### config.mk
export PLATFORM = sky130hd
export DESIGN_NAME = dbgma_core
export DESIGN_NICKNAME = d
export VERILOG_FILES = /design/src/design/dbgma_fifo.v /design/src/design/dbgma_core.v
export VERILOG_INCLUDE_DIRS = /design/src /design/src/design
export SDC_FILE = /design/constraint.sdc
export NUM_CORES = 1
export LEC_CHECK = 0
export BUFFER_PORTS_ARGS = -buffer_cell sky130_fd_sc_hd__buf_2
export CORE_MARGIN = 3
export CORE_UTILIZATION = 60
export CTS_CLUSTER_DIAMETER = 200
export DETAILED_ROUTE_END_ITERATION = 8
export PLACE_DENSITY = 0.77
export REMOVE_ABC_BUFFERS = 1
export SLEW_MARGIN = 10
export SYNTH_ARGS = -nofsm -noshare
export SYNTH_HDL_FRONTEND = slang
export SYNTH_HIERARCHICAL = 1
export SYNTH_SLANG_ARGS = --single-unit
### constraint.sdc
create_clock -name i_mclk -period 4.05 [get_ports i_mclk]
set_input_delay 0.81 -clock i_mclk [delete_from_list [all_inputs] [get_ports i_mclk]]
set_output_delay 0.81 -clock i_mclk [all_outputs]
set_load 0.01 [all_outputs]
### src/design/dbgma_map.vh
// constants for the debug memory-access command block
// Operation
// - register read: opcode, address nibble, address, size
// - register read sends 1-256 bytes, zero means 256
// - register read returns ffh when locked out
// - program write: opcode, address, size, data bytes
// - memory sizes 1-65536, zero size means 65536
// - program write discarded unless flash unlocked
// - memory writes discarded outside debug or protected
// - program read returns data or ffh when locked out
// - data write: opcode, address, size, then data bytes
// - page select shares address with sector protect
// - 512-byte pages, erase uses page select bits
// - unlock steps locked, first, second, unlocked
// - debugger unlock skips second page select write
`ifndef DBGMA_MAP_VH
`define DBGMA_MAP_VH

// ==========================================================
// command opcodes
`define DBGMA_OP_RD_REG   8'h09
`define DBGMA_OP_WR_PROG  8'h0a
`define DBGMA_OP_RD_PROG  8'h0b
`define DBGMA_OP_WR_DATA  8'h0c
`define DBGMA_FILL_BYTE   8'hff

// ==========================================================
// apb register offsets (byte addresses)
`define DBGMA_REG_CTRL    12'h000
`define DBGMA_REG_FCTL    12'h004
`define DBGMA_REG_PGSEL   12'h008
`define DBGMA_REG_STAT    12'h00c

// ==========================================================
// ctrl fields and reset values
`define DBGMA_CTRL_DEBUG  0
`define DBGMA_CTRL_RPROT  1
`define DBGMA_CTRL_RST    2'h0
`define DBGMA_PGSEL_RST   8'h00
`define DBGMA_SPROT_RST   8'h00

// ==========================================================
// flash controller codes
`define DBGMA_UNLOCK1     8'h73
`define DBGMA_UNLOCK2     8'h8c
`define DBGMA_SECT_SEL    8'h5e
`define DBGMA_PAGE_ERASE  8'h95
`define DBGMA_FS_LOCKED   6'h00
`define DBGMA_FS_FIRST    6'h01
`define DBGMA_FS_SECOND   6'h02
`define DBGMA_FS_UNLOCKED 6'h03
`define DBGMA_FS_SECTOR   6'h04
`define DBGMA_PAGE_BITS   9

// ==========================================================
// memory spaces on the access port
`define DBGMA_SP_REG      2'h0
`define DBGMA_SP_PROG     2'h1
`define DBGMA_SP_DATA     2'h2

`endif

### src/design/dbgma_fifo.v
// fifo with registered read data for reply bytes
`timescale 1ns/1ps
`default_nettype none
module dbgma_fifo #(
	parameter WIDTH = 8,
	parameter DEPTH = 32
) (
	// clock and reset
	input  wire             i_mclk,
	input  wire             i_nrst,
	// fill side
	input  wire [WIDTH-1:0] i_in_data,
	input  wire             i_in_valid,
	output wire             o_in_ready,
	// drain side
	output reg  [WIDTH-1:0] o_out_data,
	output reg              o_out_valid,
	input  wire             i_out_ready
);
	function integer clog2;
		input integer v;
		integer n;
		begin
			n = 0;
			while ((1 << n) < v)
				n = n + 1;
			clog2 = (n < 1) ? 1 : n;
		end
	endfunction

	localparam AW = clog2(DEPTH);

	reg [WIDTH-1:0] mem [0:DEPTH-1];
	reg [AW-1:0]    wptr_ff;
	reg [AW-1:0]    rptr_ff;
	reg [AW:0]      cnt_ff;
	wire            push;
	wire            load;

	assign o_in_ready = (cnt_ff < DEPTH[AW:0]);
	assign push       = i_in_valid && o_in_ready;
	// refill the output stage whenever it empties or is taken
	assign load       = (cnt_ff != {(AW+1){1'b0}}) &&
	                    (!o_out_valid || i_out_ready);

	always @(posedge i_mclk) begin
		if (push)
			mem[wptr_ff] <= i_in_data;
	end

	always @(posedge i_mclk or negedge i_nrst) begin
		if (!i_nrst) begin
			wptr_ff     <= {AW{1'b0}};
			rptr_ff     <= {AW{1'b0}};
			cnt_ff      <= {(AW+1){1'b0}};
			o_out_data  <= {WIDTH{1'b0}};
			o_out_valid <= 1'b0;
		end else begin
			if (push)
				wptr_ff <= wptr_ff + {{(AW-1){1'b0}}, 1'b1};
			if (load) begin
				o_out_data  <= mem[rptr_ff];
				o_out_valid <= 1'b1;
				rptr_ff     <= rptr_ff + {{(AW-1){1'b0}}, 1'b1};
			end else if (i_out_ready) begin
				o_out_valid <= 1'b0;
			end
			if (push && !load)
				cnt_ff <= cnt_ff + {{AW{1'b0}}, 1'b1};
			else if (load && !push)
				cnt_ff <= cnt_ff - {{AW{1'b0}}, 1'b1};
		end
	end
endmodule
`default_nettype wire

### src/design/dbgma_core.v
// debug memory-access command interpreter with apb flash control
//
// Local design decisions: the register addresses and the APB slave port.
`timescale 1ns/1ps
`default_nettype none
`include "dbgma_map.vh"
module dbgma_core #(
	parameter FIFO_DEPTH = 32
) (
	// clock and reset
	input  wire        i_mclk,
	input  wire        i_nrst,
	// apb slave
	input  wire        i_psel,
	input  wire        i_penable,
	input  wire        i_pwrite,
	input  wire [11:0] i_paddr,
	input  wire [31:0] i_pwdata,
	output reg  [31:0] o_prdata,
	output wire        o_pready,
	output wire        o_pslverr,
	// command bytes from the debug link
	input  wire [7:0]  i_rx_data,
	input  wire        i_rx_valid,
	output wire        o_rx_ready,
	// reply bytes to the debug link
	output wire [7:0]  o_tx_data,
	output wire        o_tx_valid,
	input  wire        i_tx_ready,
	// memory access port
	output reg         o_mem_req,
	output reg         o_mem_we,
	output reg  [1:0]  o_mem_space,
	output reg  [15:0] o_mem_addr,
	output reg  [7:0]  o_mem_wdata,
	input  wire [7:0]  i_mem_rdata,
	input  wire        i_mem_ack,
	// flash page erase
	output reg         o_erase_req,
	output reg  [15:0] o_erase_addr
);
	// ==========================================================
	// command states
	localparam ST_IDLE    = 3'h0;
	localparam ST_HDR     = 3'h1;
	localparam ST_RD_MEM  = 3'h2;
	localparam ST_RD_PUSH = 3'h3;
	localparam ST_WR_GET  = 3'h4;
	localparam ST_WR_MEM  = 3'h5;

	// ==========================================================
	// functions
	// zero size stands for the full range of the field
	function [16:0] size_count;
		input [15:0] raw;
		input        wide;
		begin
			if (raw == 16'h0000)
				size_count = wide ? 17'h10000 : 17'h00100;
			else
				size_count = {1'b0, raw};
		end
	endfunction

	// register file addresses wrap inside twelve bits
	function [15:0] next_addr;
		input [15:0] a;
		input        reg_space;
		reg   [15:0] s;
		begin
			s = a + 16'h0001;
			next_addr = reg_space ? {4'h0, s[11:0]} : s;
		end
	endfunction

	// ==========================================================
	// registers
	reg [2:0]  st_ff;
	reg [2:0]  nxt_st;
	reg [7:0]  op_ff;
	reg [7:0]  nxt_op;
	reg [1:0]  hdr_idx_ff;
	reg [1:0]  nxt_hdr_idx;
	reg [15:0] addr_ff;
	reg [15:0] nxt_addr;
	reg [7:0]  size_hi_ff;
	reg [7:0]  nxt_size_hi;
	reg [16:0] cnt_ff;
	reg [16:0] nxt_cnt;
	reg [7:0]  byte_ff;
	reg [7:0]  nxt_byte;
	reg        req_ff;
	reg        nxt_req;
	reg [1:0]  ctrl_ff;
	reg [7:0]  pgsel_ff;
	reg [7:0]  sprot_ff;
	reg [5:0]  fstat_ff;
	reg [5:0]  nxt_fstat;
	reg [7:0]  nxt_pgsel;
	reg [7:0]  nxt_sprot;
	reg        nxt_erase;

	wire       debug_on;
	wire       locked_out;
	wire       unlocked;
	wire       is_reg_op;
	wire       last_hdr;
	wire       wr_allowed;
	wire       fifo_in_valid;
	wire       fifo_in_ready;
	wire       apb_setup;
	wire       apb_wr;
	wire       addr_hit;
	wire [7:0] wbyte;

	assign debug_on   = ctrl_ff[`DBGMA_CTRL_DEBUG];
	assign locked_out = !debug_on || ctrl_ff[`DBGMA_CTRL_RPROT];
	assign unlocked   = (fstat_ff == `DBGMA_FS_UNLOCKED);
	assign is_reg_op  = (op_ff == `DBGMA_OP_RD_REG);
	// register read has three header bytes, the rest four
	assign last_hdr   = is_reg_op ? (hdr_idx_ff == 2'd2) :
	                                (hdr_idx_ff == 2'd3);
	assign wr_allowed = !locked_out &&
	                    ((op_ff == `DBGMA_OP_WR_DATA) ||
	                     unlocked);

	// new bytes are only taken as opcodes from idle
	assign o_rx_ready = (st_ff == ST_IDLE) || (st_ff == ST_HDR) ||
	                    (st_ff == ST_WR_GET);
	assign fifo_in_valid = (st_ff == ST_RD_PUSH);

	// ==========================================================
	// command interpreter next state
	always @* begin
		nxt_st      = st_ff;
		nxt_op      = op_ff;
		nxt_hdr_idx = hdr_idx_ff;
		nxt_addr    = addr_ff;
		nxt_size_hi = size_hi_ff;
		nxt_cnt     = cnt_ff;
		nxt_byte    = byte_ff;
		nxt_req     = req_ff;
		case (st_ff)
		ST_IDLE: begin
			// unknown opcodes are dropped
			if (i_rx_valid && (i_rx_data == `DBGMA_OP_RD_REG ||
			    i_rx_data == `DBGMA_OP_WR_PROG ||
			    i_rx_data == `DBGMA_OP_RD_PROG ||
			    i_rx_data == `DBGMA_OP_WR_DATA)) begin
				nxt_op      = i_rx_data;
				nxt_hdr_idx = 2'd0;
				nxt_st      = ST_HDR;
			end
		end
		ST_HDR: begin
			if (i_rx_valid) begin
				nxt_hdr_idx = hdr_idx_ff + 2'd1;
				case (hdr_idx_ff)
				2'd0: begin
					if (is_reg_op)
						nxt_addr[15:8] = {4'h0, i_rx_data[3:0]};
					else
						nxt_addr[15:8] = i_rx_data;
				end
				2'd1:    nxt_addr[7:0] = i_rx_data;
				2'd2:    nxt_size_hi   = i_rx_data;
				default: nxt_size_hi   = size_hi_ff;
				endcase
				if (last_hdr) begin
					if (is_reg_op)
						nxt_cnt = size_count({8'h00, i_rx_data}, 1'b0);
					else
						nxt_cnt = size_count({size_hi_ff, i_rx_data},
						                     1'b1);
					if (is_reg_op || op_ff == `DBGMA_OP_RD_PROG)
						nxt_st = ST_RD_MEM;
					else
						nxt_st = ST_WR_GET;
				end
			end
		end
		ST_RD_MEM: begin
			if (locked_out && !req_ff) begin
				nxt_byte = `DBGMA_FILL_BYTE;
				nxt_st   = ST_RD_PUSH;
			end else if (!req_ff) begin
				nxt_req = 1'b1;
			end else if (i_mem_ack) begin
				nxt_req  = 1'b0;
				nxt_byte = i_mem_rdata;
				nxt_st   = ST_RD_PUSH;
			end
		end
		ST_RD_PUSH: begin
			// a full reply fifo stalls the read here
			if (fifo_in_ready) begin
				nxt_cnt  = cnt_ff - 17'h00001;
				nxt_addr = next_addr(addr_ff, is_reg_op);
				nxt_st   = (cnt_ff == 17'h00001) ? ST_IDLE : ST_RD_MEM;
			end
		end
		ST_WR_GET: begin
			if (i_rx_valid) begin
				nxt_byte = i_rx_data;
				if (wr_allowed) begin
					nxt_req = 1'b1;
					nxt_st  = ST_WR_MEM;
				end else begin
					// byte consumed but never stored
					nxt_cnt  = cnt_ff - 17'h00001;
					nxt_addr = next_addr(addr_ff, 1'b0);
					if (cnt_ff == 17'h00001)
						nxt_st = ST_IDLE;
				end
			end
		end
		ST_WR_MEM: begin
			if (i_mem_ack) begin
				nxt_req  = 1'b0;
				nxt_cnt  = cnt_ff - 17'h00001;
				nxt_addr = next_addr(addr_ff, 1'b0);
				nxt_st   = (cnt_ff == 17'h00001) ? ST_IDLE : ST_WR_GET;
			end
		end
		default: nxt_st = ST_IDLE;
		endcase
	end

	always @(posedge i_mclk or negedge i_nrst) begin
		if (!i_nrst) begin
			st_ff      <= ST_IDLE;
			op_ff      <= 8'h00;
			hdr_idx_ff <= 2'd0;
			addr_ff    <= 16'h0000;
			size_hi_ff <= 8'h00;
			cnt_ff     <= 17'h00000;
			byte_ff    <= 8'h00;
			req_ff     <= 1'b0;
		end else begin
			st_ff      <= nxt_st;
			op_ff      <= nxt_op;
			hdr_idx_ff <= nxt_hdr_idx;
			addr_ff    <= nxt_addr;
			size_hi_ff <= nxt_size_hi;
			cnt_ff     <= nxt_cnt;
			byte_ff    <= nxt_byte;
			req_ff     <= nxt_req;
		end
	end

	// ==========================================================
	// memory port, held steady while a request is open
	always @* begin
		o_mem_req   = req_ff;
		o_mem_we    = (st_ff == ST_WR_MEM);
		o_mem_addr  = addr_ff;
		o_mem_wdata = byte_ff;
		if (is_reg_op)
			o_mem_space = `DBGMA_SP_REG;
		else if (op_ff == `DBGMA_OP_WR_DATA)
			o_mem_space = `DBGMA_SP_DATA;
		else
			o_mem_space = `DBGMA_SP_PROG;
	end

	dbgma_fifo #(
		.WIDTH (8),
		.DEPTH (FIFO_DEPTH)
	) u_reply_fifo (
		.i_mclk      (i_mclk),
		.i_nrst      (i_nrst),
		.i_in_data   (byte_ff),
		.i_in_valid  (fifo_in_valid),
		.o_in_ready  (fifo_in_ready),
		.o_out_data  (o_tx_data),
		.o_out_valid (o_tx_valid),
		.i_out_ready (i_tx_ready)
	);

	// ==========================================================
	// apb slave, zero wait states
	assign apb_setup = i_psel && !i_penable;
	assign apb_wr    = i_psel && i_penable && i_pwrite;
	assign wbyte     = i_pwdata[7:0];
	assign o_pready  = 1'b1;
	assign addr_hit  = (i_paddr == `DBGMA_REG_CTRL) ||
	                   (i_paddr == `DBGMA_REG_FCTL) ||
	                   (i_paddr == `DBGMA_REG_PGSEL) ||
	                   (i_paddr == `DBGMA_REG_STAT);
	assign o_pslverr = i_psel && i_penable && !addr_hit;

	// ==========================================================
	// flash unlock sequence and page select
	always @* begin
		nxt_fstat = fstat_ff;
		nxt_pgsel = pgsel_ff;
		nxt_sprot = sprot_ff;
		nxt_erase = 1'b0;
		if (apb_wr && i_paddr == `DBGMA_REG_FCTL) begin
			case (fstat_ff)
			`DBGMA_FS_LOCKED:
				if (wbyte == `DBGMA_UNLOCK1)
					nxt_fstat = `DBGMA_FS_FIRST;
			`DBGMA_FS_FIRST: begin
				if (wbyte == `DBGMA_UNLOCK2)
					nxt_fstat = `DBGMA_FS_SECOND;
				else
					nxt_fstat = `DBGMA_FS_LOCKED;
			end
			`DBGMA_FS_UNLOCKED: begin
				// one page per unlock, so any command relocks
				nxt_erase = (wbyte == `DBGMA_PAGE_ERASE);
				nxt_fstat = `DBGMA_FS_LOCKED;
			end
			default: nxt_fstat = `DBGMA_FS_LOCKED;
			endcase
		end else if (apb_wr && i_paddr == `DBGMA_REG_PGSEL) begin
			if (fstat_ff == `DBGMA_FS_SECTOR) begin
				nxt_sprot = wbyte;
				nxt_fstat = `DBGMA_FS_UNLOCKED;
			end else if (unlocked && wbyte == `DBGMA_SECT_SEL) begin
				nxt_fstat = `DBGMA_FS_SECTOR;
			end else begin
				nxt_pgsel = wbyte;
				if (fstat_ff == `DBGMA_FS_SECOND)
					nxt_fstat = `DBGMA_FS_UNLOCKED;
			end
		end else if (fstat_ff == `DBGMA_FS_SECOND && debug_on) begin
			nxt_fstat = `DBGMA_FS_UNLOCKED;
		end
	end

	always @(posedge i_mclk or negedge i_nrst) begin
		if (!i_nrst) begin
			ctrl_ff      <= `DBGMA_CTRL_RST;
			pgsel_ff     <= `DBGMA_PGSEL_RST;
			sprot_ff     <= `DBGMA_SPROT_RST;
			fstat_ff     <= `DBGMA_FS_LOCKED;
			o_erase_req  <= 1'b0;
			o_erase_addr <= 16'h0000;
			o_prdata     <= 32'h00000000;
		end else begin
			fstat_ff    <= nxt_fstat;
			pgsel_ff    <= nxt_pgsel;
			sprot_ff    <= nxt_sprot;
			o_erase_req <= nxt_erase;
			if (nxt_erase)
				o_erase_addr <= {pgsel_ff[6:0],
				                 {`DBGMA_PAGE_BITS{1'b0}}};
			if (apb_wr && i_paddr == `DBGMA_REG_CTRL)
				ctrl_ff <= i_pwdata[1:0];
			// read data is caught in the setup cycle
			if (apb_setup) begin
				if (i_paddr == `DBGMA_REG_CTRL)
					o_prdata <= {30'h0, ctrl_ff};
				else if (i_paddr == `DBGMA_REG_FCTL)
					o_prdata <= {26'h0, fstat_ff};
				else if (i_paddr == `DBGMA_REG_PGSEL)
					o_prdata <= (fstat_ff == `DBGMA_FS_SECTOR) ?
					            {24'h0, sprot_ff} : {24'h0, pgsel_ff};
				else if (i_paddr == `DBGMA_REG_STAT)
					o_prdata <= {25'h0, fifo_in_ready, st_ff,
					             unlocked, locked_out, (st_ff != ST_IDLE)};
				else
					o_prdata <= 32'h00000000;
			end
		end
	end
endmodule
`default_nettype wire

Word-level counts from Yosys, hierarchy flattened

Memory sizes are Yosys's and may differ from the RTL's. A register that Yosys moved wholly into a read port is not among the register bits.
Index checks and enable logic that the tools add are counted.

Output and inout port bits: 89
Register bits after elaboration: 144
Bits in writable memories: 256
Memories kept: 1
Word-level logic and storage cells: 214

Memories:

| name             | depth | bits a word | rd ports | clocked after memory_dff | write ports | RTL line        | RTL |
|---|---|---|---|---|---|---|---|
| u_reply_fifo.mem | 32    | 8           | 1        | 1                        | 1           | dbgma_fifo.v:33 | `reg [WIDTH-1:0] mem [0:DEPTH-1];` |

Bitwise gates (word level): 3
Eq/ne operators: 43
Mux-type cells: 75
Order comparisons: 1
Reductions and logical operators: 64
Add/subtract/negate cells: 7

Operator list:

| cell                  | number |
|---|---|
| $mux 17               | 8 |
| $mux 16               | 6 |
| $mux 8                | 11 |
| $pmux 17 s4           | 1 |
| $pmux 16 s4           | 1 |
| $eq 8x4->1 const B    | 7 |
| $mux 6                | 9 |
| $mux 3                | 13 |
| $eq 12x4->1 const B   | 2 |
| $reduce_and 7->1      | 3 |
| $pmux 3 s6            | 1 |
| $eq 17x1->1 const B   | 1 |
| $sub 17x1->17 const B | 1 |
| $add 16x1->16 const B | 1 |
| $eq 8x7->1 const B    | 2 |
| $eq 8x8->1 const B    | 2 |
| $logic_and 1x1->1     | 16 |
| $logic_not 16->1      | 1 |
| $pmux 8 s2            | 1 |
| $ne 2x2->1 const B    | 7 |
| $mux 1                | 13 |
| $eq 12x3->1 const B   | 1 |
| $eq 6x2->1 const B    | 2 |
| $logic_not 12->1      | 1 |
| 38 further kinds      | 82 |

Depth between registers and ports, before layout

Gate-level depths: netlist (run 1).

Word-level depth: 7
Gate-level depth with buffers: 12
Depth with buffers taken out: 10

By module

Netlist (run 1), hierarchy kept.

By module, submodules not included:

| module     | area each (um2) | cells an instance | times used |
|---|---|---|---|
| dbgma_fifo | 11,290.8        | 608               | 1 |
| dbgma_core | 6,025.8         | 624               | 1 |

Worst setup path after synthesis (run 1)

No wires, ideal clock.

Path type: input-to-reg
From: in i_paddr[7]
To: reg pgsel_ff[0]
Path slack: 0.973 ns
Data arrival time: 2.952 ns
Setup time: 0.125 ns
Path buffers: 2
Cell stages on the path: 6
Required time: 3.925 ns
Cell sequence: or4_4 or4_4 buf_6 or4b_1 buf_6 mux2_4

Cells in the longest elaborated chain, start to end: 4
Elaborated cells between the ends (all ways): 6
Classes of those cells: 2 x eq/ne; 1 x bitwise; 3 x reduce/logical

RTL lines:

| element                               | RTL line         | RTL |
|---|---|---|
| start: declaration                    | dbgma_core.v:17  | `input wire [11:0] i_paddr,` |
| $eq 12x3->1 (no source line)          | n/a              |  |
| $logic_and 1x1->1 (no source line)    | n/a              |  |
| $not 1->1 (no source line)            | n/a              |  |
| $reduce_and 4->1 (no source line) (*) | n/a              |  |
| end signal: assignment                | dbgma_core.v:336 | `` pgsel_ff <= `DBGMA_PGSEL_RST; `` |
| end signal: assignment                | dbgma_core.v:344 | `pgsel_ff <= nxt_pgsel;` |
| end: declaration                      | dbgma_core.v:95  | `reg [7:0] pgsel_ff;` |

Every way passes the cells marked *; elsewhere a longest branch is shown, timed or not.
A chain may end at the register's enable or synchronous reset.

Worst setup path in the final report (run 1)

From: reg st_ff[0]
To: reg u_reply_fifo.cnt_ff[5]

Cells in the longest elaborated chain, start to end: 5
Elaborated cells between the ends (all ways): 7
Classes of those cells: 1 x eq/ne; 1 x mux; 5 x reduce/logical

RTL lines:

| element                            | RTL line         | RTL |
|---|---|---|
| start: declaration                 | dbgma_core.v:78  | `reg [2:0] st_ff;` |
| start signal: assignment           | dbgma_core.v:240 | `st_ff <= nxt_st;` |
| $eq 3x2->1 (*)                     | dbgma_core.v:130 | `assign fifo_in_valid = (st_ff == ST_RD_PUSH);` |
| net fifo_in_valid                  | dbgma_core.v:109 | `wire fifo_in_valid;` |
| $logic_and 1x1->1 (*)              | dbgma_fifo.v:41  | `assign push = i_in_valid && o_in_ready;` |
| $logic_not 1->1                    | dbgma_fifo.v:70  | `else if (load && !push)` |
| $logic_and 1x1->1                  | dbgma_fifo.v:70  |  |
| $reduce_bool 2->1 (no source line) | n/a              |  |
| end signal: assignment             | dbgma_fifo.v:55  | `cnt_ff <= {(AW+1){1'b0}};` |
| end signal: assignment             | dbgma_fifo.v:69  | `cnt_ff <= cnt_ff + {{AW{1'b0}}, 1'b1};` |
| end signal: assignment             | dbgma_fifo.v:71  | `cnt_ff <= cnt_ff - {{AW{1'b0}}, 1'b1};` |
| end: declaration                   | dbgma_fifo.v:36  | `reg [AW:0] cnt_ff;` |

The timed path passes the listed nets; every way through them passes the cells marked *.

==> results.py, run 1 <==
metrics = {
    "die": {
        "ioPinCount": 157,
        "start_util_pct": 61.7,
        "die_width_microns": 176,
        "die_area_sq_um": 30900,
        "std_cell_rows": 61,
        "die_h_microns": 176,
        "core_area_sq_um": 28100,
    },
    "global_route": {
        "grt_overflow": 0,
        "grt_pass1_vias": 11000,
        "antenna_found_initial": 0,
        "grt_pass1_wl_microns": 63000,
        "grt_util_all_layers_pct": 26.1,
        "grt_max_degree": 99,
    },
    "timing": {
        "skew_ns": 0.0151,
        "drv_slew": 0,
        "hold_violations": 0,
        "hold_ws_ns": 0.390,
        "fin_tns_setup_ns": 0,
        "rsz0062_at_grt": "no",
        "relSlewSlack_pct": 25.7,
        "max_freq_mhz": 304,
        "finalSetupViolCount": 0,
        "min_period_over_period_pct": 81.3,
        "worst_pin_slew_ns": 1.11,
        "post-route-min-period_ns": 3.29,
    },
    "worst_setup_path": {
        "rr_startpoint": "st_ff[0]",
        "r2r_cells": 11,
        "cp_max_fo": 24,
        "critPathRequiredTime_ns": 4.49,
        "path_class": "register to register",
        "r2r-end": "u_reply_fifo/cnt_ff[5]",
        "worst_ep_arrival_time_ns": 3.73,
        "cp-end-kind": "register",
        "cp-start-kind": "register",
        "r2r_setup_slack_ns": 0.76,
    },
    "detailed_routing": {
        "drc": 0,
        "via_per_inst": 6.39,
        "wl_microns": 40200,
        "ant_nets": 0,
        "vias": 11200,
        "routedWlPerCell_microns": 23.0,
        "firstDrtPassIters": 5,
        "initialDrtViolationCount": 1057,
    },
    "power": {
        "powerDensity_nw_per_um2": 685,
        "leakagePower_nw": 7.32,
        "swShare_pct": 33.6,
        "seqPwrFrac_pct": 40.6,
        "clkPwrFrac_pct": 28.4,
        "switching_power_mw": 4.48,
        "peakVddDrop_v": 0.000593,
        "pwr-share-comb_pct": 31.1,
        "p_int_mw": 8.85,
    },
    "clock_tree": {
        "postCtsHoldBufs": 0,
        "path_clk_slew_ns": 0.06,
        "cts_tree": "built",
        "post_cts_buffers": 0,
        "cts_buffers": 40,
        "cts_resized": 0,
        "clockRootBuffer": "clkbuf_16",
        "cts_num_sinks": 381,
        "htree_levels": 2,
        "clk_latency_ns": 0.53,
        "clockBufferDepth": 3,
    },
    "synth": {
        "ys_seq_area_share_pct": 62.5,
        "async_reset_ff_share_pct": 32.8,
        "synth_top_area_share_pct": 44.4,
        "synthTopCellsByCount": "edfxtp_1, dfrtp_1, nor2_1, mux2_2, mux2i_1",
        "yosys.area_share.simple_pct": 9.72,
        "yosys.area_share.xor_xnor_pct": 0.658,
        "syn_area_per_cell_sq_um": 14.1,
        "ys_ff_latch": 381,
        "synth_top_family_by_area": "multiplexers",
        "ys.flop_type": "edfxtp_1",
        "ys.warnings.count": 6,
        "synthMuxAreaShare_pct": 12.5,
        "synthCells": 1232,
        "syn_area_sq_um": 17300,
        "post_synth_fa_ha_maj_area_fraction_pct": 1.34,
        "synth_most_common_cell": "edfxtp_1",
        "yosys-top-cells-area": "edfxtp_1, dfrtp_1, mux2_2",
        "synth_compound_area_share_pct": 9.38,
        "synth_cell_types": 81,
        "synth_edf_count": 256,
        "yosys.area.top_type": "edfxtp_1",
    },
    "layout": {
        "syn2layout_area_growth_pct": 12.3,
        "diodes": 0,
        "layout-drive-gt1-share_pct": 24.3,
        "nets": 1423,
    },
    "run_status": {
        "status": "complete, no violations",
    },
    "place": {
        "io_buffers": 98,
        "gp_congestion": 0.919,
        "hpwl_microns": 25500,
    },
    "min_path": {
        "min_path_type": "input port to asynchronous set/reset pin",
    },
    "job": {
        "drv_cap": 0,
    },
}
## power groups by stage
stage | combinational, mW | clock [mW] | sequential [mW]
floorplan | 2.46 | 0 | 5.72
global placement | 3.96 | 0 | 5.46
global route | 4.48 | 4.01 | 5.47
detailed placement | 4.07 | 0 | 5.47
CTS | 4.12 | 3.84 | 5.40
finish | 4.14 | 3.78 | 5.41
## area by class of cell
type | instances | area [sq um]
multi-input combinational | 757 | 5950
timing repair buffer | 130 | 737
tap | 378 | 473
fill | 1942 | 8630
inverter | 27 | 101
sequential | 381 | 10800
clock inverter | 24 | 290
clock buffer | 50 | 1080
## worst max path at each step
stage	from	endpoint	slack (ns)
global placement	i_paddr[7]	pgsel_ff[7]	0.68
detailed placement	i_paddr[7]	pgsel_ff[4]	0.64
CTS	st_ff[0]	u_reply_fifo/cnt_ff[5]	0.83
global route	st_ff[0]	u_reply_fifo/cnt_ff[5]	0.47
floorplan	u_reply_fifo/rptr_ff[0]	u_reply_fifo/o_out_data[5]	-0.52
finish	st_ff[0]	u_reply_fifo/cnt_ff[5]	0.76
## layer usage
layer / vias to the layer above / global-route usage [%] / share of wire (%) / wire length, microns
li1: 4966 / - / - / -
met1: 5587 / 36.3 / 41 / 16500
met2: 524 / 43.1 / 49 / 19700
met3: 78 / 4.45 / 7.1 / 2860
met4: 0 / 7.42 / 2.7 / 1080
met5: - / 0 / 0 / 0
## placed cells by master, fill, tap and decap left out, types with 8 or more instances in the layout
cell and count:
edfxtp_1 256, dfrtp_1 124, buf_2 97, nor2_1 90, mux2_2 67, mux2i_1 49
nand2_1 45, clkbuf_16 41, o21ai_0 37, conb_1 34, a21oi_1 33, buf_4 32
mux4_2 32, nor3_1 30, inv_1 27, o22ai_1 26, nor4_1 21, nand3_1 18
ha_1 17, a22oi_1 16, nor2b_1 13, a31oi_1 11, o41ai_1 11, xnor2_1 10
nand2b_1 9, nand4_1 9, and4_1 9, a32oi_1 9, a2bb2oi_1 8, mux2_4 8
a222oi_1 8
## metrics by stage
| step | util, % | instance area (sq um) | setup WS (ns) | cells | power, mW |
|---|---|---|---|---|---|
| after floorplan | - | 16900 | -0.525 | 1165 | 8.18 |
| after global placement | 64.4 | 18100 | 0.680 | 1673 | 9.41 |
| after detailed placement | 64.4 | 18100 | 0.644 | 1673 | 9.54 |
| after CTS | 69.3 | 19500 | 0.829 | 1747 | 13.4 |
| after global routing | 69.3 | 19500 | 0.468 | 1747 | 14.0 |
| final | 69.3 | 19500 | 0.759 | 1747 | 13.3 |
## sequential cells by signal, summed over array words and instances (netlist names), 6 cells and up
register	count
cnt_ff	17
o_erase_addr	7
o_mem_addr	16
o_mem_wdata	8
o_prdata	8
op_ff	8
pgsel_ff	8
size_hi_ff	8
sprot_ff	8
u_reply_fifo/cnt_ff	6
u_reply_fifo/mem	256
u_reply_fifo/o_out_data	8
## kinds of logic after synthesis
family                     count (synthesis)
xor gates and xnor gates                  13
buffers and inverters                    126
and+or+nand+nor                          307
other                                      2
AOI/OAI and AO/OA                        226
muxes                                    159
adders and majority gates                 18
DFF                                      381
## critical path, stage by stage, from the launching register on
cell and delay (ns):
dfrtp_1 0.32, buf_4 0.25, nand3b_1 0.19, inv_1 0.15, nor2b_1 0.53, ha_1 0.37, inv_1 0.16, ha_1 0.38
nand2_1 0.09, o21a_1 0.20, o311ai_0 0.41, xnor2_1 0.16
Note: power is estimated with default switching activity, not from simulation.
==> run 2: changes to the inputs <==
Settings changed: ABC_AREA set to 1.
Clock period 4.05 ns to 3.15 ns, I/O delays scaled along.
==> run 2 against run 1 <==
Net effect: synthesized area up 5.9%; sequential share of layout area down 2.4 points; critical path depth unchanged; via count up 28%; clock skew up 0.011 ns; sequential power up 27%; final area up 4.6%; wire length up 9.1%; fmax up 19%; count of clock-buffer cells in the layout up 4; largest power group is now combinational logic.
==> results.py, run 2 <==
metrics = {
    "timing": {
        "worst_pin_slew_ns": 0.935,
        "rsz0062_at_grt": "no",
        "drv_slew": 0,
        "hold_violations": 0,
        "post-route-min-period_ns": 2.78,
        "min_period_over_period_pct": 88.1,
        "fin_tns_setup_ns": 0,
        "finalSetupViolCount": 0,
        "skew_ns": 0.0261,
        "max_freq_mhz": 360,
        "relSlewSlack_pct": 37.7,
    },
    "worst_setup_path": {
        "critPathRequiredTime_ns": 3.56,
        "cp-start-kind": "register",
        "endpoint": "u_reply_fifo/cnt_ff[3]",
        "r2r_cells": 11,
        "cp-startpoint": "st_ff[1]",
        "cp-end-kind": "register",
        "r2r_setup_slack_ns": 0.37,
        "rr_startpoint": "st_ff[1]",
        "worst_ep_arrival_time_ns": 3.18,
        "r2r-end": "u_reply_fifo/cnt_ff[3]",
        "path_class": "register to register",
        "cp_max_fo": 9,
    },
    "detailed_routing": {
        "drc": 0,
        "vias": 14300,
        "wl_microns": 43800,
        "firstDrtPassIters": 5,
        "initialDrtViolationCount": 1281,
        "routedWlPerCell_microns": 16.9,
        "via_per_inst": 5.52,
        "ant_nets": 0,
    },
    "layout": {
        "layout_commonest_cell": "nand2_1",
        "syn2layout_area_growth_pct": 11.0,
        "most-common-layout-cells": "nand2_1, edfxtp_1, nand3_1, inv_1, nor2_1",
        "layout-drive-gt1-share_pct": 9.91,
        "regMostFlops": "u_reply_fifo/mem",
        "largest_reg_flops": 256,
        "nets": 2256,
        "final_cell_area_sq_um": 20300,
        "fin_util_pct": 68.1,
    },
    "die": {
        "start_util_pct": 61.4,
        "die_h_microns": 181,
        "std_cell_rows": 63,
        "die_width_microns": 181,
        "ioPinCount": 157,
        "core_area_sq_um": 29900,
        "die_area_sq_um": 32700,
    },
    "power": {
        "pwr-share-comb_pct": 38.4,
        "powerDensity_nw_per_um2": 903,
        "seqPwrFrac_pct": 37.5,
        "leakagePower_nw": 9.35,
        "switching_power_mw": 7.43,
        "swShare_pct": 40.5,
        "p_int_mw": 10.9,
        "peakVddDrop_v": 0.000601,
        "clkPwrFrac_pct": 24.1,
    },
    "clock_tree": {
        "cts_buffers": 39,
        "cts_tree": "built",
        "clockRootBuffer": "clkbuf_16",
        "htree_levels": 2,
        "clk_latency_ns": 0.55,
        "post_cts_buffers": 0,
        "clockBufferDepth": 3,
        "cts_num_sinks": 381,
        "cts_resized": 0,
        "postCtsHoldBufs": 0,
        "path_clk_slew_ns": 0.06,
    },
    "synth": {
        "async_reset_ff_share_pct": 32.8,
        "synthTopCellsByCount": "nand2_1, edfxtp_1, nand3_1, inv_1, nor2_1",
        "synth_edf_count": 256,
        "syn_area_sq_um": 18300,
        "synth_most_common_cell": "nand2_1",
        "synth_cell_types": 39,
        "syn_area_per_cell_sq_um": 8.85,
        "ys_ff_latch": 381,
        "yosys.area.top_type": "edfxtp_1",
        "synth_top_area_share_pct": 41.9,
        "synthCells": 2071,
        "ys.flop_type": "edfxtp_1",
        "ys_seq_area_share_pct": 59.0,
        "yosys-top-cells-area": "edfxtp_1, dfrtp_1, nand2_1",
        "ys.warnings.count": 6,
    },
    "global_route": {
        "grt_pass1_vias": 13500,
        "grt_max_degree": 91,
        "grt_util_all_layers_pct": 26.5,
        "grt_pass1_wl_microns": 69800,
        "grt_overflow": 0,
        "antenna_found_initial": 0,
    },
    "min_path": {
        "min_path_type": "input port to asynchronous set/reset pin",
    },
    "place": {
        "io_buffers": 98,
        "gp_congestion": 0.940,
        "hpwl_microns": 28900,
        "placedInstanceArea_sq_um": 19100,
    },
    "run_status": {
        "status": "complete, no violations",
    },
    "job": {
        "drv_cap": 0,
    },
}
run 2: changes by cell type after synthesis, sizes merged, moves of 16 or more:
cell / before / now
mux2: 75 / 0
mux4: 35 / 0
nor2: 91 / 179
nand2: 45 / 699
inv: 27 / 223
a22oi: 16 / 0
clkbuf: 37 / 19
buf: 62 / 86
o21ai: 38 / 101
nor4: 23 / 0
nand3: 18 / 238
mux2i: 49 / 0
run 2: area by class of cell:
class | count | area [sq um]
diodes | 1 | 2.50
fillers | 2321 | 9530
inverters | 228 | 860
clock buffers | 54 | 1090
flip-flops and latches | 381 | 10800
clock inverters | 17 | 153
well taps | 390 | 488
repair buffers | 131 | 782
multi-input cells | 1389 | 6150
run 2: power groups by stage:
| stage | combinational, mW | clock [mW] | sequential [mW] |
|---|---|---|---|
| after global placement | 6.75 | 0 | 6.95 |
| after CTS | 6.98 | 4.51 | 6.88 |
| final | 7.06 | 4.43 | 6.88 |
| after floorplan | 4.01 | 0 | 7.40 |
| after global routing | 7.86 | 4.73 | 6.95 |
| after detailed placement | 6.93 | 0 | 6.97 |
run 2: routing by layer:
layer | vias up | global-route usage (%) | routed length [microns]
met2 | 647 | 43.1 | 21100
met5 | - | 0 | 0
met3 | 98 | 3.95 | 3530
met4 | 0 | 9.64 | 1440
met1 | 6690 | 36.6 | 17800
li1 | 6880 | - | -
run 2: critical path, stage by stage, from the launching register on:
cell and delay [ns]:
dfrtp_1 0.42, inv_2 0.10, nor3_2 0.39, nand2_1 0.16
clkinv_1 0.20, ha_1 0.22, inv_1 0.13, ha_1 0.38
a21oi_1 0.25, and2_1 0.18, xor2_1 0.13, o21ai_0 0.08
run 2: kinds of logic (layout without fill, tap and decap cells):
kind of cell | after synthesis | in the layout | share of synthesized area, %
fa+ha+maj | 18 | 18 | 1.27
xor+xnor | 15 | 15 | 0.717
flops | 381 | 381 | 59.0
compound gates | 159 | 159 | 4.68
buf+inv | 333 | 430 | 8.12
simple gates | 1163 | 1163 | 26.2
other cells | 2 | 35 | 0.0410
run 2: worst min path at each step:
stage                             to  slack (ns)  cells past startpoint
floorplan                  cnt_ff[0]        0.33                      0
global placement            op_ff[5]        0.45                      2
detailed placement  o_erase_addr[10]        0.46                      2
CTS                   o_mem_addr[13]        0.06                      1
global route          o_mem_addr[13]        0.07                      1
finish                o_mem_addr[13]        0.04                      1
run 2: metrics by stage:
stage	hold WS, ns	power, mW	worst slack (ns)	std cells
floorplan	0.334	11.4	-1.45	1998
global placement	0.450	13.7	0.510	2519
detailed placement	0.461	13.9	0.428	2519
CTS	0.0566	18.4	0.432	2590
global route	0.0656	19.5	0.100	2590
finish	0.0381	18.4	0.374	2591
==> run 3: changes to the inputs <==
Settings changed: PLACE_DENSITY 0.77 to 0.8.
==> run 3 against run 2 <==
Net effect: combinational power about the same; largest power group unchanged; sequential share of layout area is 0.21 points lower; first-iteration DRC count up 35%; critical path depth unchanged; highest routed layer unchanged; final area up 0.39%; die area unchanged; register-to-register slack improved by 0.02 ns; wire length grew 3.4%; non-clock buffer count is 1 lower; total power grew 1.9%; clock skew down 0.011 ns.
==> results.py, run 3 (synthesized netlist as in run 2, its figures left out) <==
metrics = {
    "run_status": {
        "status": "complete, no violations",
    },
    "worst_setup_path": {
        "cp-end-kind": "register",
        "critPathRequiredTime_ns": 3.55,
        "r2r_cells": 11,
        "cpMaxStageDelayCell": "dfrtp_1",
        "r2r_setup_slack_ns": 0.40,
        "cp_max_fo": 9,
        "r2r-end": "u_reply_fifo/cnt_ff[3]",
        "path_class": "register to register",
        "worstPathCellList": "inv_2 > nor3_2 > nand2_1 > clkinv_1 > ha_1 > inv_1 > ha_1 > a21oi_1 > and2_1 > xor2_1 > o21ai_0",
        "rr_startpoint": "st_ff[1]",
        "worst_ep_arrival_time_ns": 3.15,
        "crit_top_cell": "ha_1",
        "cp-start-kind": "register",
        "critPathMaxStageDelay_ns": 0.42,
    },
    "detailed_routing": {
        "firstDrtPassIters": 6,
        "wl_met3_microns": 3900,
        "drc": 0,
        "wl_met1_microns": 18200,
        "wl_microns": 45300,
        "maxUsedRoutingLayer": "met4",
        "vias": 14700,
        "ant_nets": 0,
        "initialDrtViolationCount": 1724,
        "wl_met2_microns": 21500,
        "routedWlPerCell_microns": 17.5,
        "via_per_inst": 5.66,
    },
    "layout": {
        "regMostFlops": "u_reply_fifo/mem",
        "fin_util_pct": 68.4,
        "layout-drive-gt1-share_pct": 10.0,
        "syn2layout_area_growth_pct": 11.4,
        "nets": 2255,
        "largest_reg_flops": 256,
        "layout_commonest_cell": "nand2_1",
        "most-common-layout-cells": "nand2_1, edfxtp_1, nand3_1, inv_1, nor2_1",
        "fill_cells": 2188,
    },
    "clock_tree": {
        "htree_levels": 2,
        "post_cts_buffers": 0,
        "path_clk_slew_ns": 0.06,
        "postCtsHoldBufs": 0,
        "clk_latency_ns": 0.53,
        "cts_num_sinks": 381,
        "cts_buffers": 39,
        "cts_resized": 0,
        "cts_tree": "built",
        "clockRootBuffer": "clkbuf_16",
        "clockBufferDepth": 3,
    },
    "power": {
        "pwr-share-comb_pct": 37.6,
        "power_mw": 18.7,
        "switching_power_mw": 7.46,
        "powerDensity_nw_per_um2": 916,
        "seqPwrFrac_pct": 36.9,
        "peakVddDrop_v": 0.000626,
        "swShare_pct": 39.8,
        "leakagePower_nw": 9.40,
        "clkPwrFrac_pct": 25.5,
        "p_int_mw": 11.3,
    },
    "timing": {
        "worst_pin_slew_ns": 0.820,
        "skew_ns": 0.0149,
        "finalSetupViolCount": 0,
        "fin_tns_setup_ns": 0,
        "hold_ws_ns": 0.132,
        "rsz0062_at_grt": "no",
        "drv_slew": 0,
        "min_period_over_period_pct": 87.4,
        "layout_setup_ws_ns": 0.396,
        "post-route-min-period_ns": 2.75,
        "max_freq_mhz": 363,
        "hold_violations": 0,
        "relSlewSlack_pct": 45.2,
    },
    "global_route": {
        "grt_pass1_vias": 13800,
        "antenna_found_initial": 0,
        "grt_max_degree": 139,
        "grt_util_all_layers_pct": 27.1,
        "grt_pass1_wl_microns": 71700,
        "grt_overflow": 0,
    },
    "min_path": {
        "min_path_type": "input port to asynchronous set/reset pin",
    },
    "die": {
        "ioPinCount": 157,
        "start_util_pct": 61.4,
        "die_width_microns": 181,
        "std_cell_rows": 63,
        "die_area_sq_um": 32700,
        "core_area_sq_um": 29900,
        "die_h_microns": 181,
    },
    "job": {
        "drv_cap": 0,
    },
    "place": {
        "dpl_worst_slack_ns": 0.456,
        "hpwl_microns": 29200,
        "gp_congestion": 0.930,
        "io_buffers": 98,
    },
}
## run 3: critical path, delay by kind of cell, from the launching register on
family                     cells  cell delay [ns]
and+or+nand+nor                3             0.72
AOI/OAI and AO/OA              2             0.32
xor gates and xnor gates       1             0.15
adders and majority gates      2             0.60
buffers and inverters          3             0.43
DFF                            1             0.42
## run 3: per-layer routing
metal	track usage (%)	vias up
met5	0	-
met4	9.79	0
met3	3.85	138
met2	45.1	864
met1	36.7	6780
li1	-	6875
## run 3: worst max-delay path by stage
stage	slack (ns)	to	start
global route	0.15	u_reply_fifo/cnt_ff[3]	st_ff[1]
floorplan	-1.45	u_reply_fifo/o_out_data[0]	u_reply_fifo/rptr_ff[0]
global placement	0.55	u_reply_fifo/cnt_ff[3]	st_ff[1]
CTS	0.46	u_reply_fifo/cnt_ff[3]	st_ff[1]
detailed placement	0.46	u_reply_fifo/cnt_ff[3]	st_ff[1]
finish	0.40	u_reply_fifo/cnt_ff[3]	st_ff[1]
## run 3: layout make-up
cell class / count / area (sq um) / area share [%]
multi-input cells: 1389 / 6150 / 30.1
diodes: 1 / 2.50 / 0.0123
inverters: 228 / 860 / 4.21
clock buffers: 56 / 1150 / 5.64
well taps: 390 / 488 / 2.39
repair buffers: 130 / 762 / 3.73
flip-flops and latches: 381 / 10800 / 53.0
clock inverters: 15 / 193 / 0.943
## run 3: stage by stage
step                instance area [sq um]  std cells
global placement                    19100       2518
CTS                                 20400       2589
detailed placement                  19100       2518
finish                              20400       2590
floorplan                           17800       1998
global route                        20400       2589
## run 3: power by group through the flow
stage / Clock (mW) / Sequential (mW) / Combinational, mW
2_1_floorplan: 0 / 7.40 / 4.01
3_3_place_gp: 0 / 6.95 / 6.67
3_5_place_dp: 0 / 6.98 / 6.88
4_1_cts: 4.83 / 6.89 / 6.96
5_1_grt: 5.04 / 6.96 / 7.81
6_report: 4.77 / 6.90 / 7.05
